## config.mk

```make
export PLATFORM = sky130hd
export DESIGN_NAME = fpc_handler
export DESIGN_NICKNAME = d
export VERILOG_FILES = /design/src/core/fpc_handler.v
export VERILOG_INCLUDE_DIRS = /design/src /design/src/core
export SDC_FILE = /design/constraint.sdc
export NUM_CORES = 1
export LEC_CHECK = 0
export BUFFER_PORTS_ARGS = -buffer_cell sky130_fd_sc_hd__clkbuf_2
export CORE_MARGIN = 5
export CORE_UTILIZATION = 40
export DETAILED_ROUTE_END_ITERATION = 12
export PLACE_DENSITY_LB_ADDON = 0.08
export SLEW_MARGIN = 10
export SYNTH_ARGS = -nofsm -noshare
export SYNTH_HDL_FRONTEND = slang
export SYNTH_SLANG_ARGS = --single-unit
export TNS_END_PERCENT = 20
```

## constraint.sdc

```tcl
create_clock -name clk_i -period 5.3 [get_ports clk_i]
set_input_delay 0.53 -clock clk_i [delete_from_list [all_inputs] [get_ports clk_i]]
set_output_delay 0.53 -clock clk_i [all_outputs]
set_load 0.01 [all_outputs]
```

## src/core/fpc_map.vh

```
// Purpose: constants for the failure-prediction command handler
// Assumes: task-file offsets are byte addresses on the host port
// Notes:   counts derive from a 100 MHz clock
`ifndef FPC_MAP_VH
`define FPC_MAP_VH
`define FPC_OFF_FEATURE      10'h1f1
`define FPC_OFF_SECT_CNT     10'h1f2
`define FPC_OFF_SECT_NUM     10'h1f3
`define FPC_OFF_KEY_LOW      10'h1f4
`define FPC_OFF_KEY_HIGH     10'h1f5
`define FPC_OFF_DRV_HEAD     10'h1f6
`define FPC_OFF_COMMAND      10'h1f7
`define FPC_OFF_DATA         10'h1f0
`define FPC_CMD_FAIL_PRED    8'hb0
`define FPC_SUB_READ_ATTR    8'hd0
`define FPC_SUB_READ_THR     8'hd1
`define FPC_SUB_AUTOSAVE     8'hd2
`define FPC_SUB_SAVE_ATTR    8'hd3
`define FPC_SUB_ENABLE       8'hd8
`define FPC_SUB_DISABLE      8'hd9
`define FPC_SUB_STATUS       8'hda
`define FPC_KEY_LOW          8'h4f
`define FPC_KEY_HIGH         8'hc2
`define FPC_BAD_LOW          8'hf4
`define FPC_BAD_HIGH         8'h2c
`define FPC_ST_BSY_BIT       7
`define FPC_ST_DRDY_BIT      6
`define FPC_ST_DRQ_BIT       3
`define FPC_ST_ERR_BIT       0
`define FPC_ER_ABRT          8'h04
`define FPC_BLOCK_BYTES      10'h200
`define FPC_BLOCK_LAST       9'h1ff
`define FPC_ENTRY_FIRST      9'h002
`define FPC_ENTRY_LEN        4'hc
`define FPC_ENTRY_COUNT      5'h1e
`define FPC_ENTRY_END        9'h16a
`define FPC_AUTOSAVE_MIN     15
`define FPC_AUTOSAVE_CYC     (`FPC_AUTOSAVE_MIN * 40'd60 * 40'd100000000)
`endif

```

## src/core/fpc_handler.v

```verilog
// Purpose: failure-prediction command handler behind the task-file registers
// Assumes: host register strobes are one-cycle, synchronous to clk_i
// Notes:   medium and nonvolatile store are reached by request/ack ports
`include "fpc_map.vh"
`timescale 1ns/1ps
`default_nettype none
module fpc_handler #(
    parameter [39:0] AUTOSAVE_CYC = `FPC_AUTOSAVE_CYC,
    parameter [15:0] FORMAT_VER   = 16'h0001
) (
    input  wire        clk_i,
    input  wire        resetn_i,
    input  wire [9:0]  host_addr_i,
    input  wire        host_wr_i,
    input  wire        host_rd_i,
    input  wire [7:0]  host_wdata_i,
    output reg  [7:0]  host_rdata_o,
    output reg         intrq_o,
    output wire [7:0]  status_o,
    output reg         attr_rd_o,
    output reg  [4:0]  attr_idx_o,
    input  wire [7:0]  attr_id_i,
    input  wire [7:0]  attr_value_i,
    input  wire [7:0]  attr_worst_i,
    input  wire [7:0]  attr_thr_i,
    output reg         collect_en_o,
    output reg         medium_save_o,
    input  wire        medium_done_i,
    output reg         nv_write_o,
    output reg         nv_enable_o,
    output reg         nv_autosave_o,
    input  wire        nv_done_i,
    input  wire        nv_load_i,
    input  wire        nv_enable_i,
    input  wire        nv_autosave_i
);

localparam [2:0] S_IDLE  = 3'h0;
localparam [2:0] S_SAVE  = 3'h1;
localparam [2:0] S_NV    = 3'h2;
localparam [2:0] S_SCAN  = 3'h3;
localparam [2:0] S_XFER  = 3'h4;
localparam [2:0] S_DONE  = 3'h5;

reg  [7:0]  feature_sub_code;
reg  [7:0]  sector_count_arg;
reg  [7:0]  sector_number_arg;
reg  [7:0]  key_low_verdict;
reg  [7:0]  key_high_verdict;
reg  [7:0]  drive_select_head;
reg  [7:0]  err_reg;
reg         bsy;
reg         drq;
reg         err;
reg  [2:0]  state;
reg  [7:0]  sub;
reg         crossed;
reg  [8:0]  byte_ptr;
reg  [7:0]  csum;
reg  [39:0] save_timer;
reg         auto_pending;
reg         save_is_auto;
reg  [7:0]  next_byte;
reg  [4:0]  ent;
reg  [3:0]  pos;

// entry index in the upper five bits, byte inside the entry below
function [8:0] fpc_entry_split;
    input [8:0] r;
    reg   [8:0] q;
    reg   [8:0] m;
    begin
        q               = r / {5'h0, `FPC_ENTRY_LEN};
        m               = r % {5'h0, `FPC_ENTRY_LEN};
        fpc_entry_split = {q[4:0], m[3:0]};
    end
endfunction

function fpc_is_write;
    input [9:0] off;
    begin
        fpc_is_write = host_wr_i && (host_addr_i == off);
    end
endfunction

assign status_o = {bsy, ~bsy, 1'b0, 1'b0, drq, 1'b0, 1'b0, err};

////////////////////////////////////////////////////////////////////////////////
// block byte generator
always @* begin
    next_byte  = 8'h00;
    {ent, pos} = 9'h000;
    if (byte_ptr >= `FPC_ENTRY_FIRST && byte_ptr < `FPC_ENTRY_END) begin
        {ent, pos} = fpc_entry_split(byte_ptr - `FPC_ENTRY_FIRST);
    end
    attr_idx_o = ent;
    attr_rd_o  = (state == S_XFER) || (state == S_SCAN);
    if (byte_ptr == 9'h000) begin
        next_byte = FORMAT_VER[7:0];
    end else if (byte_ptr == 9'h001) begin
        next_byte = FORMAT_VER[15:8];
    end else if (byte_ptr < `FPC_ENTRY_END) begin
        case (pos)
            4'h0:    next_byte = attr_id_i;
            4'h1:    next_byte = (sub == `FPC_SUB_READ_ATTR) ? 8'h00 : attr_thr_i;
            4'h3:    next_byte = (sub == `FPC_SUB_READ_ATTR) ? attr_value_i : 8'h00;
            4'h4:    next_byte = (sub == `FPC_SUB_READ_ATTR) ? attr_worst_i : 8'h00;
            default: next_byte = 8'h00;
        endcase
    end else if (byte_ptr == `FPC_BLOCK_LAST) begin
        next_byte = 8'h00 - csum;
    end
end

////////////////////////////////////////////////////////////////////////////////
// host register reads
always @(posedge clk_i or negedge resetn_i) begin
    if (!resetn_i) begin
        host_rdata_o <= 8'h00;
    end else if (host_rd_i) begin
        case (host_addr_i)
            `FPC_OFF_DATA:     host_rdata_o <= drq ? next_byte : 8'h00;
            `FPC_OFF_FEATURE:  host_rdata_o <= err_reg;
            `FPC_OFF_SECT_CNT: host_rdata_o <= sector_count_arg;
            `FPC_OFF_SECT_NUM: host_rdata_o <= sector_number_arg;
            `FPC_OFF_KEY_LOW:  host_rdata_o <= key_low_verdict;
            `FPC_OFF_KEY_HIGH: host_rdata_o <= key_high_verdict;
            `FPC_OFF_DRV_HEAD: host_rdata_o <= drive_select_head;
            `FPC_OFF_COMMAND:  host_rdata_o <= status_o;
            default:           host_rdata_o <= 8'h00;
        endcase
    end
end

////////////////////////////////////////////////////////////////////////////////
// command sequencer
always @(posedge clk_i or negedge resetn_i) begin
    if (!resetn_i) begin
        feature_sub_code  <= 8'h00;
        sector_count_arg  <= 8'h00;
        sector_number_arg <= 8'h00;
        key_low_verdict   <= 8'h00;
        key_high_verdict  <= 8'h00;
        drive_select_head <= 8'h00;
        err_reg           <= 8'h00;
        bsy               <= 1'b0;
        drq               <= 1'b0;
        err               <= 1'b0;
        intrq_o           <= 1'b0;
        state             <= S_IDLE;
        sub               <= 8'h00;
        crossed           <= 1'b0;
        byte_ptr          <= 9'h000;
        csum              <= 8'h00;
        collect_en_o      <= 1'b0;
        nv_autosave_o     <= 1'b0;
        nv_enable_o       <= 1'b0;
        nv_write_o        <= 1'b0;
        medium_save_o     <= 1'b0;
        save_timer        <= 40'h0;
        auto_pending      <= 1'b0;
        save_is_auto      <= 1'b0;
    end else begin
        if (host_rd_i && host_addr_i == `FPC_OFF_COMMAND) intrq_o <= 1'b0;
        if (nv_load_i) begin
            collect_en_o  <= nv_enable_i;
            nv_enable_o   <= nv_enable_i;
            nv_autosave_o <= nv_autosave_i;
        end
        if (collect_en_o && nv_autosave_o) begin
            if (save_timer >= AUTOSAVE_CYC - 40'h1) begin
                auto_pending <= 1'b1;
                save_timer   <= 40'h0;
            end else begin
                save_timer <= save_timer + 40'h1;
            end
        end else begin
            save_timer   <= 40'h0;
            auto_pending <= 1'b0;
        end
        if (!bsy && !drq) begin
            if (fpc_is_write(`FPC_OFF_FEATURE))  feature_sub_code  <= host_wdata_i;
            if (fpc_is_write(`FPC_OFF_SECT_CNT)) sector_count_arg  <= host_wdata_i;
            if (fpc_is_write(`FPC_OFF_SECT_NUM)) sector_number_arg <= host_wdata_i;
            if (fpc_is_write(`FPC_OFF_KEY_LOW))  key_low_verdict   <= host_wdata_i;
            if (fpc_is_write(`FPC_OFF_KEY_HIGH)) key_high_verdict  <= host_wdata_i;
            if (fpc_is_write(`FPC_OFF_DRV_HEAD)) drive_select_head <= host_wdata_i;
        end
        case (state)
            S_IDLE: begin
                if (!bsy && !drq && fpc_is_write(`FPC_OFF_COMMAND)) begin
                    err     <= 1'b0;
                    err_reg <= 8'h00;
                    intrq_o <= 1'b0;
                    bsy     <= 1'b1;
                    sub     <= feature_sub_code;
                    state   <= S_DONE;
                    if (host_wdata_i != `FPC_CMD_FAIL_PRED) begin
                        err <= 1'b1;
                        err_reg <= `FPC_ER_ABRT;
                    end else if (key_low_verdict != `FPC_KEY_LOW ||
                                 key_high_verdict != `FPC_KEY_HIGH) begin
                        err <= 1'b1;
                        err_reg <= `FPC_ER_ABRT;
                    end else if (!collect_en_o && feature_sub_code != `FPC_SUB_ENABLE) begin
                        err <= 1'b1;
                        err_reg <= `FPC_ER_ABRT;
                    end else begin
                        case (feature_sub_code)
                            `FPC_SUB_READ_ATTR, `FPC_SUB_SAVE_ATTR, `FPC_SUB_STATUS: begin
                                medium_save_o <= 1'b1;
                                state <= S_SAVE;
                            end
                            `FPC_SUB_READ_THR: begin
                                byte_ptr <= 9'h000;
                                csum     <= 8'h00;
                                state    <= S_XFER;
                            end
                            `FPC_SUB_AUTOSAVE: begin
                                nv_autosave_o <= (sector_count_arg != 8'h00);
                                nv_write_o    <= 1'b1;
                                state         <= S_NV;
                            end
                            `FPC_SUB_ENABLE: begin
                                nv_enable_o <= 1'b1;
                                nv_write_o  <= 1'b1;
                                state       <= S_NV;
                            end
                            `FPC_SUB_DISABLE: begin
                                nv_enable_o <= 1'b0;
                                nv_write_o  <= 1'b1;
                                state       <= S_NV;
                            end
                            default: begin
                                err     <= 1'b1;
                                err_reg <= `FPC_ER_ABRT;
                            end
                        endcase
                    end
                end else if (auto_pending && !bsy && !drq) begin
                    medium_save_o <= 1'b1;
                    save_is_auto  <= 1'b1;
                    bsy           <= 1'b1;
                    auto_pending  <= 1'b0;
                    state         <= S_SAVE;
                end
            end
            S_SAVE: begin
                if (medium_done_i) begin
                    medium_save_o <= 1'b0;
                    save_timer    <= 40'h0;
                    byte_ptr      <= (sub == `FPC_SUB_STATUS) ? `FPC_ENTRY_FIRST : 9'h000;
                    csum          <= 8'h00;
                    crossed       <= 1'b0;
                    if (save_is_auto) begin
                        save_is_auto <= 1'b0;
                        bsy          <= 1'b0;
                        state        <= S_IDLE;
                    end else if (sub == `FPC_SUB_READ_ATTR) begin
                        state <= S_XFER;
                    end else if (sub == `FPC_SUB_STATUS) begin
                        state <= S_SCAN;
                    end else begin
                        state <= S_DONE;
                    end
                end
            end
            S_NV: begin
                if (nv_done_i) begin
                    nv_write_o   <= 1'b0;
                    collect_en_o <= nv_enable_o;
                    state        <= S_DONE;
                end
            end
            S_SCAN: begin
                byte_ptr <= byte_ptr + {5'h0, `FPC_ENTRY_LEN};
                if (attr_id_i != 8'h00 && attr_value_i < attr_thr_i) begin
                    crossed <= 1'b1;
                end
                if (ent == `FPC_ENTRY_COUNT - 5'h1) begin
                    if (crossed || (attr_id_i != 8'h00 && attr_value_i < attr_thr_i)) begin
                        key_low_verdict  <= `FPC_BAD_LOW;
                        key_high_verdict <= `FPC_BAD_HIGH;
                    end else begin
                        key_low_verdict  <= `FPC_KEY_LOW;
                        key_high_verdict <= `FPC_KEY_HIGH;
                    end
                    state <= S_DONE;
                end
            end
            S_XFER: begin
                bsy <= 1'b0;
                drq <= 1'b1;
                if (!drq) intrq_o <= 1'b1;
                if (drq && host_rd_i && host_addr_i == `FPC_OFF_DATA) begin
                    csum     <= csum + next_byte;
                    byte_ptr <= byte_ptr + 9'h001;
                    if (byte_ptr == `FPC_BLOCK_LAST) begin
                        drq   <= 1'b0;
                        state <= S_IDLE;
                    end
                end
            end
            S_DONE: begin
                bsy     <= 1'b0;
                intrq_o <= 1'b1;
                state   <= S_IDLE;
            end
            default: state <= S_IDLE;
        endcase
    end
end

endmodule // fpc_handler
`default_nettype wire

```

-- After elaboration in Yosys (flattened, before gate mapping)
Cells that the tools add are included.
W data, S select, Z words.
- bits in registers: 144
- input port bits: 59
- logic and storage cells: 259
- $add $sub $neg: 6
- div/mod/pow operators: 2
- order comparisons: 4
- equality and inequality tests: 52
- muxes and demuxes: 117
- bitwise operators: 1
- reduce and logical (&&, ||, !) cells: 52
- operators with widths (operator ; number):
    $mux W8 ; 25
    $mux W40 ; 4
    $eq A10 B9 Y1 const B ; 8
    $eq A8 B8 Y1 const B ; 9
    $pmux W8 S8 ; 1
    $mux W9 ; 7
    $mux W3 ; 17
    $mux W1 ; 48
    $add A40 B1 Y40 const B ; 1
    $ge A40 B37 Y1 const B ; 1
    $pmux W9 S4 ; 1
    $pmux W8 S4 ; 1
    $ne A8 B8 Y1 const B ; 3
    $pmux W8 S3 ; 1
    $ne A2 B2 Y1 const B ; 10
    $logic_and A1 B1 Y1 ; 18
    $reduce_and A8 Y1 ; 2
    $reduce_bool A8 Y1 ; 2
    $pmux W3 S5 ; 1
    $reduce_and A7 Y1 ; 2
    $ne A3 B3 Y1 const B ; 4
    $ne A2 B1 Y1 const B ; 5
    $pmux W1 S2 ; 5
    $reduce_and A2 Y1 ; 5
    41 further kinds ; 53

-- Logic depth before layout (Yosys ltp)
Gate-level depths: netlist of run 1.
- depth in word-level cells: 11
- mapped depth: 26
- depth with buffers taken out: 24

-- Least setup slack after synthesis of run 1
No wires, ideal clock.
- kind: reg2reg
- start point: register byte_ptr[1]
- end point: register csum[7]
- arrival time: 5.227 ns
- required time: 5.224 ns
- path slack: -0.003 ns
- stages on the path, launching flop included: 26
- buffers on the path: 1
- period minus slack after synthesis: 5.303 ns
- cells stage by stage: dfrtp_1 buf_2 inv_1 ha_1 nor2b_1 xnor2_1 nor4_4 o21ai_2 a211oi_1 o41ai_2 and3_4 mux2i_4 o21ai_4 a221o_1 a221oi_2 nor3_1 ha_1 a21o_1 a21o_1 a21o_1 a21oi_1 o21bai_1 a21oi_1 xor2_1 or4_1 o21ai_1
- longest elaborated chain between the ends: 11
- elaborated cells on any way between the ends: 21
- classes of those cells: 2 x add/sub; 1 x div; 2 x order compare; 5 x eq/ne; 8 x mux; 3 x reduce/logical
- ends and longest elaborated chain (element ; RTL line ; text):
    from (decl) ; fpc_handler.v:58 ; reg [8:0] byte_ptr;
    from (signal assigned) ; fpc_handler.v:252 ; byte_ptr <= (sub == `FPC_SUB_STATUS) ? `FPC_ENTRY_FIRST : 9'h000;
    from (signal assigned) ; fpc_handler.v:276 ; byte_ptr <= byte_ptr + {5'h0, `FPC_ENTRY_LEN};
    from (signal assigned) ; fpc_handler.v:297 ; byte_ptr <= byte_ptr + 9'h001;
    $sub A9 B2 Y9 (no line) (tied with other cells) ; -- ;
    $mod A9 B4 Y9 or $logic_and A1 B1 Y1 (tied branches) ; -- ;
    $mux W4 ; fpc_handler.v:93 ; if (byte_ptr >= `FPC_ENTRY_FIRST && byte_ptr < `FPC_ENTRY_END) begin
    $eq A4 B3 Y1 (tied with other cells) ; fpc_handler.v:103 ; case (pos)
    $pmux W8 S4 ; fpc_handler.v:103 ;
    $mux W8 ; fpc_handler.v:102 ; end else if (byte_ptr < `FPC_ENTRY_END) begin
    $mux W8 ; fpc_handler.v:100 ; end else if (byte_ptr == 9'h001) begin
    $mux W8 (*) ; fpc_handler.v:98 ; if (byte_ptr == 9'h000) begin
    $add A8 B8 Y8 (*) ; fpc_handler.v:296 ; csum <= csum + next_byte;
    $mux W8 (*) ; fpc_handler.v:295 ; if (drq && host_rd_i && host_addr_i == `FPC_OFF_DATA) begin
    $pmux W8 S3 (*) ; fpc_handler.v:189 ; case (state)
    to (signal assigned) ; fpc_handler.v:296 ;
    to (decl) ; fpc_handler.v:59 ; reg [7:0] csum;
Every way passes the cells marked *; elsewhere a longest branch is shown, timed or not. The select of a mux whose other input is x is not followed.
A chain may end at the register's enable or synchronous reset.

-- Final worst setup path of run 1
- start point: register byte_ptr[2]
- end point: register csum[7]
The elaborated chain is that of the path after synthesis.

==> impl_metrics.json, run 1 <==
{
  "status": "complete, no violations",
  "nNetsFinal": 1184,
  "cts_max_level": 4,
  "async_reset_ff_share_pct": 100,
  "fin_crit_ps": 5140,
  "relSlewSlack_pct": 19.0,
  "detail_route.wl_per_cell_um": 17.5,
  "drive_above_1_share_pct": 22.4,
  "largest_register_ffs": 40,
  "clock-skew-final_ps": 7.78,
  "hold_path_class": "in -> async",
  "hold_buffers": 0,
  "grt_max_degree": 93,
  "core_area_sq_um": 21800,
  "stdcell_count": 1389,
  "r2r_cells": 25,
  "final-max-slew-violation-count": 0,
  "required_ps": 5640,
  "dieWidth_um": 159,
  "clock_latency_ps": 410,
  "cts_sinks": 136,
  "cp-start-kind": "flip-flop",
  "clock.fmax_ghz": 0.194,
  "rsz0062_at_grt": "yes",
  "drtPass1Iterations": 6,
  "top_register": "save_timer",
  "wirelength_mm": 24.4,
  "gp_congestion": 0.821,
  "synth_ff_type": "dfrtp_1",
  "place_ws_ps": -1.86,
  "tritoncts": "done",
  "grt_first_pass_wirelength_mm": 40.5,
  "first_iter_violations": 632,
  "synthDistinctLibCells": 93,
  "overflow": 0,
  "maxCapViolCount": 0,
  "syn_area_sq_um": 8850,
  "start_util_pct": 40.6,
  "die_h_um": 159,
  "area_growth_pct": 18.6,
  "postRouteAntennaNets": 0,
  "fillCellCount": 2151,
  "synth-edff-count": 0,
  "path_class": "reg -> reg",
  "min_period_over_period_pct": 97.0,
  "vias": 7722,
  "powerDensity_nw_per_um2": 485,
  "grt_pass1_vias": 7565,
  "setup_ws_ps": 156,
  "antennaDiodeCount": 0,
  "mostFrequentLayoutCell": "dfrtp_1",
  "r2r-start": "byte_ptr[2]$_DFFE_PN0P_",
  "rows": 54,
  "antenna_found_initial": 0,
  "finalHoldViolCount": 0,
  "leakage_nw": 4.61,
  "reg_top3": "save_timer: 40 flops, byte_ptr: 9 flops",
  "ys_seq_elements": 136,
  "cts_made_buffers": 17,
  "tns_ps": 0,
  "setup_viol": 0,
  "yosysSeqAreaShare_pct": 38.4,
  "worstPathMaxFanout": 6,
  "hpwl_mm": 18.1,
  "postSynthCellCount": 986,
  "io_pins": 87,
  "vdd_ir_drop_max_uv": 281,
  "avgSynthCellArea_sq_um": 8.98,
  "reg2reg_slack_ps": 160,
  "via_per_inst": 5.56,
  "port_buffers": 82,
  "dp_cells": 1348,
  "r2r_end": "csum[7]$_DFFE_PN0P_",
  "ys.warnings.count": 0,
  "worst_pin_slew_ps": 1210,
  "clk_pin_slew_ps": 60,
  "die-area_sq_um": 25200,
  "arrival_ps": 5480,
  "final_util_pct": 48.1,
  "cts_root_buffer": "clkbuf_16",
  "drc_errors": 0,
  "layout_common_cells": "136 x dfrtp_1, 135 x nand2_1, 95 x nor2_1, 81 x clkbuf_2",
  "critPathCaptureType": "flip-flop",
  "cts_buffer_depth": 2,
  "track_usage_pct": 19.1
}
-- cells in the mapped netlist (all sizes together), types with 6 or more instances --
cell type / n / share of area [%]
or3: 7 / 0.49
o31ai: 11 / 0.93
a221oi: 7 / 0.90
nor2b: 9 / 0.66
mux2: 44 / 5.6
nand2b: 10 / 0.71
inv: 39 / 1.7
nor3: 31 / 1.9
a21o: 6 / 0.51
a22oi: 30 / 2.6
a31oi: 28 / 2.0
nor2: 97 / 4.3
ha: 28 / 4.0
xnor2: 33 / 3.6
and3: 17 / 1.3
nand2: 135 / 5.7
clkbuf: 31 / 1.3
dfrtp: 136 / 38
nand4: 10 / 0.71
and2: 6 / 0.42
a21oi: 51 / 2.9
nand4b: 6 / 0.59
o21ai: 38 / 2.3
nand3: 25 / 1.4
buf: 15 / 1.1
nor4: 16 / 1.5
xor2: 25 / 2.7
-- power by group --
group	total, mW	internal [mW]	switching (mW)
Sequential	1.17	1.09	0.0845
Combinational	2.72	1.22	1.50
Clock	1.20	0.707	0.489
-- logic make-up after synthesis --
kind of cell	Yosys count	share of synthesized area, %
flip-flops	136	38.4
XOR/XNOR	58	6.25
multiplexers	48	6.19
buffers and inverters	85	4.08
other	1	0.0424
AND/OR/NAND/NOR	397	22.5
AO/OA/AOI/OAI	232	18.3
adder cells (fa/ha/maj)	29	4.18
-- through the flow --
stage | hold slack (ps) | cell area, sq um | total power, mW
CTS | 238 | 10300 | 4.88
finish | 195 | 10500 | 5.09
global placement | 479 | 9730 | 3.66
detailed placement | 484 | 9730 | 3.65
global route | 272 | 10500 | 5.45
floorplan | 234 | 8880 | 2.91
-- how the worst max path moves through the flow --
stage	to	from	cells after the start
after floorplan	csum[7]$_DFFE_PN0P_	byte_ptr[1]$_DFFE_PN0P_	25
after global placement	csum[7]$_DFFE_PN0P_	byte_ptr[2]$_DFFE_PN0P_	24
after detailed placement	csum[7]$_DFFE_PN0P_	byte_ptr[2]$_DFFE_PN0P_	24
after CTS	csum[7]$_DFFE_PN0P_	byte_ptr[2]$_DFFE_PN0P_	24
after global routing	csum[7]$_DFFE_PN0P_	byte_ptr[2]$_DFFE_PN0P_	25
final	csum[7]$_DFFE_PN0P_	byte_ptr[2]$_DFFE_PN0P_	25
-- timing repair --
action	4_1_cts	5_1_grt
endpoints found under the setup margin	1	2
gates resized for setup	4	16
pin swaps	0	14
setup buffers	0	9
-- cell type report --
| cell class | instances | area (sq um) | share of cell area (%) |
|---|---|---|---|
| flip-flops and latches | 136 | 3400 | 32.4 |
| inverters | 39 | 149 | 1.42 |
| multi-input cells | 771 | 5220 | 49.7 |
| clock buffers | 18 | 429 | 4.09 |
| repair buffers | 131 | 785 | 7.47 |
| well taps | 280 | 350 | 3.34 |
| clock inverters | 14 | 165 | 1.57 |
-- worst max-delay path: stages (launching register included) --
cell and delay [ps]:
dfrtp_1 400, inv_4 110, ha_4 140, a21boi_4 240, xnor2_2 120, nor4_4 290
buf_4 170, o21ai_4 80, and3_4 210, o41ai_4 350, and3_4 280, mux2i_4 260
o21ai_4 70, a221o_1 310, a221oi_2 210, nor3_1 80, ha_1 280, a21o_1 150
a21o_1 190, a21o_1 180, a21oi_2 140, o21bai_1 80, a21oi_1 160, xor2_1 100
or4_1 410, o21ai_1 80
-- per-layer routing --
metal / track usage [%] / share of wire, % / vias to the layer above
met3: 3.47 / 4.5 / 23
li1: - / - / 3777
met2: 29.2 / 45 / 179
met5: 0 / 0 / -
met4: 4.30 / 1.4 / 0
met1: 28.3 / 49 / 3743
No activity file was read; power rests on OpenSTA's default activity.
==> run 2, diff against run 1 <==
Settings changed: CTS_BUF_LIST from default to sky130_fd_sc_hd__clkbuf_8.
==> impl_metrics.json, run 2 (synthesis results as in run 1) <==
{
  "status": "complete, no violations",
  "dieWidth_um": 159,
  "min_period_over_period_pct": 97.1,
  "finalHoldViolCount": 0,
  "vdd_ir_drop_max_uv": 280,
  "hold_path_class": "in -> async",
  "crit_top_cell": "a21o_1",
  "nNetsFinal": 1184,
  "leakage_nw": 4.52,
  "largest_register_ffs": 40,
  "fin_crit_ps": 5150,
  "clock_latency_ps": 450,
  "clock-skew-final_ps": 13.4,
  "worst_pin_slew_ps": 1160,
  "rsz0062_at_grt": "yes",
  "final_util_pct": 47.2,
  "vias": 7747,
  "p_sw_share_pct": 42.6,
  "globalRouteMet2Util_pct": 29.2,
  "first_iter_violations": 716,
  "io_pins": 87,
  "cts_buffer_depth": 2,
  "hpwl_mm": 18.1,
  "busiest_layer": "met2",
  "arrival_ps": 5520,
  "path_class": "reg -> reg",
  "critPathCaptureType": "flip-flop",
  "slowest_stage": "dfrtp_1",
  "port_buffers": 82,
  "top_register": "save_timer",
  "grt_max_degree": 93,
  "internal_power_mw": 2.74,
  "clk_pin_slew_ps": 90,
  "required_ps": 5670,
  "cts_sinks": 136,
  "clock.fmax_ghz": 0.194,
  "placed_area_sq_um": 9730,
  "die_h_um": 159,
  "wirelength_mm": 24.4,
  "seqPwrFrac_pct": 24.6,
  "final-max-slew-violation-count": 0,
  "powerDensity_nw_per_um2": 463,
  "relSlewSlack_pct": 22.1,
  "die-area_sq_um": 25200,
  "layout_common_cells": "136 x dfrtp_1, 135 x nand2_1, 95 x nor2_1, 81 x clkbuf_2",
  "area_growth_pct": 16.5,
  "reg_top3": "save_timer: 40 flops, byte_ptr: 9 flops",
  "setup_viol": 0,
  "design_area_sq_um": 10300,
  "grt_pass1_vias": 7558,
  "p_clk_share_pct": 18.5,
  "max_stage_delay_ps": 410,
  "comb_power_share_pct": 56.9,
  "regArea_sq_um": 3400,
  "detail_route.wl_per_cell_um": 17.6,
  "crit_family": "compound AO/OA/AOI/OAI gates",
  "hold_buffers": 0,
  "cp-start-kind": "flip-flop",
  "grt_first_pass_wirelength_mm": 40.5,
  "r2r-start": "byte_ptr[2]$_DFFE_PN0P_",
  "place_ws_ps": -1.86,
  "track_usage_pct": 19.1,
  "drtPass1Iterations": 5,
  "antennaDiodeCount": 0,
  "r2r_cells": 25,
  "antenna_found_initial": 0,
  "overflow": 0,
  "tritoncts": "done",
  "maxCapViolCount": 0,
  "postRouteAntennaNets": 0,
  "power.total_mw": 4.77,
  "via_per_inst": 5.58,
  "mostFrequentLayoutCell": "dfrtp_1",
  "drc_errors": 0,
  "reg2reg_slack_ps": 150,
  "met1_usage_pct": 28.2,
  "fillCellCount": 2177,
  "drive_above_1_share_pct": 22.4,
  "setup_ws_ps": 151,
  "path_buf_inv": 2,
  "multi_input_area_sq_um": 5220,
  "gp_congestion": 0.821,
  "core_area_sq_um": 21800,
  "met3_usage_pct": 3.63,
  "rows": 54,
  "cts_made_buffers": 17,
  "worstPathMaxFanout": 6,
  "cts_root_buffer": "clkbuf_8",
  "switchingPower_mw": 2.03,
  "start_util_pct": 40.6,
  "r2r_end": "csum[7]$_DFFE_PN0P_",
  "cts_max_level": 4
}
[run 2: changes by cell type in the layout (fill, tap and decap cells not counted)]
cell,delta
clkbuf_1,-1
clkbuf_16,-17
clkbuf_8,+17
inv_1,+1
[run 2: stage by stage]
step,hold WS (ps),TNS (ps),instances
finish,163,0,1389
global route,223,-129,1389
CTS,189,0,1380
detailed placement,484,-1.86,1348
global placement,479,0,1348
floorplan,234,0,992
[run 2: how the worst max path moves through the flow]
stage                            start                   to  slack [ps]  cells after the start
5_1_grt        byte_ptr[2]$_DFFE_PN0P_  csum[7]$_DFFE_PN0P_        -130                     25
2_1_floorplan  byte_ptr[1]$_DFFE_PN0P_  csum[7]$_DFFE_PN0P_          10                     25
4_1_cts        byte_ptr[2]$_DFFE_PN0P_  csum[7]$_DFFE_PN0P_           2                     24
3_3_place_gp   byte_ptr[2]$_DFFE_PN0P_  csum[7]$_DFFE_PN0P_          60                     24
3_5_place_dp   byte_ptr[2]$_DFFE_PN0P_  csum[7]$_DFFE_PN0P_          -2                     24
6_report       byte_ptr[2]$_DFFE_PN0P_  csum[7]$_DFFE_PN0P_         150                     25
[run 2: power by group through the flow]
stage | logic (mW) | registers (mW) | clock network [mW]
after global placement | 2.47 | 1.19 | 0
after detailed placement | 2.46 | 1.19 | 0
after CTS | 2.48 | 1.17 | 0.910
after floorplan | 1.76 | 1.15 | 0
final | 2.72 | 1.17 | 0.884
after global routing | 2.99 | 1.18 | 0.956
[run 2: cell type report]
cell class                      count  area share [%]
Clock buffer                       17            2.27
Clock inverter                     15            1.64
Inverter                           39            1.44
Multi-Input combinational cell    771            50.6
Sequential cell                   136            33.0
Tap cell                          280            3.40
Timing Repair Buffer              131            7.61
[run 2: what timing repair did]
action                     4_1_cts  5_1_grt
hold endpoints to repair         0        0
setup endpoints to repair        1        2
resized for setup                4       16
setup buffers                    0        9
pin swaps                        0       14
[run 2: layer usage]
metal / wire length (um) / share of wire [%]
met1: 12000 / 49
met2: 10800 / 44
met3: 1230 / 5.0
met4: 372 / 1.5
met5: 0 / 0
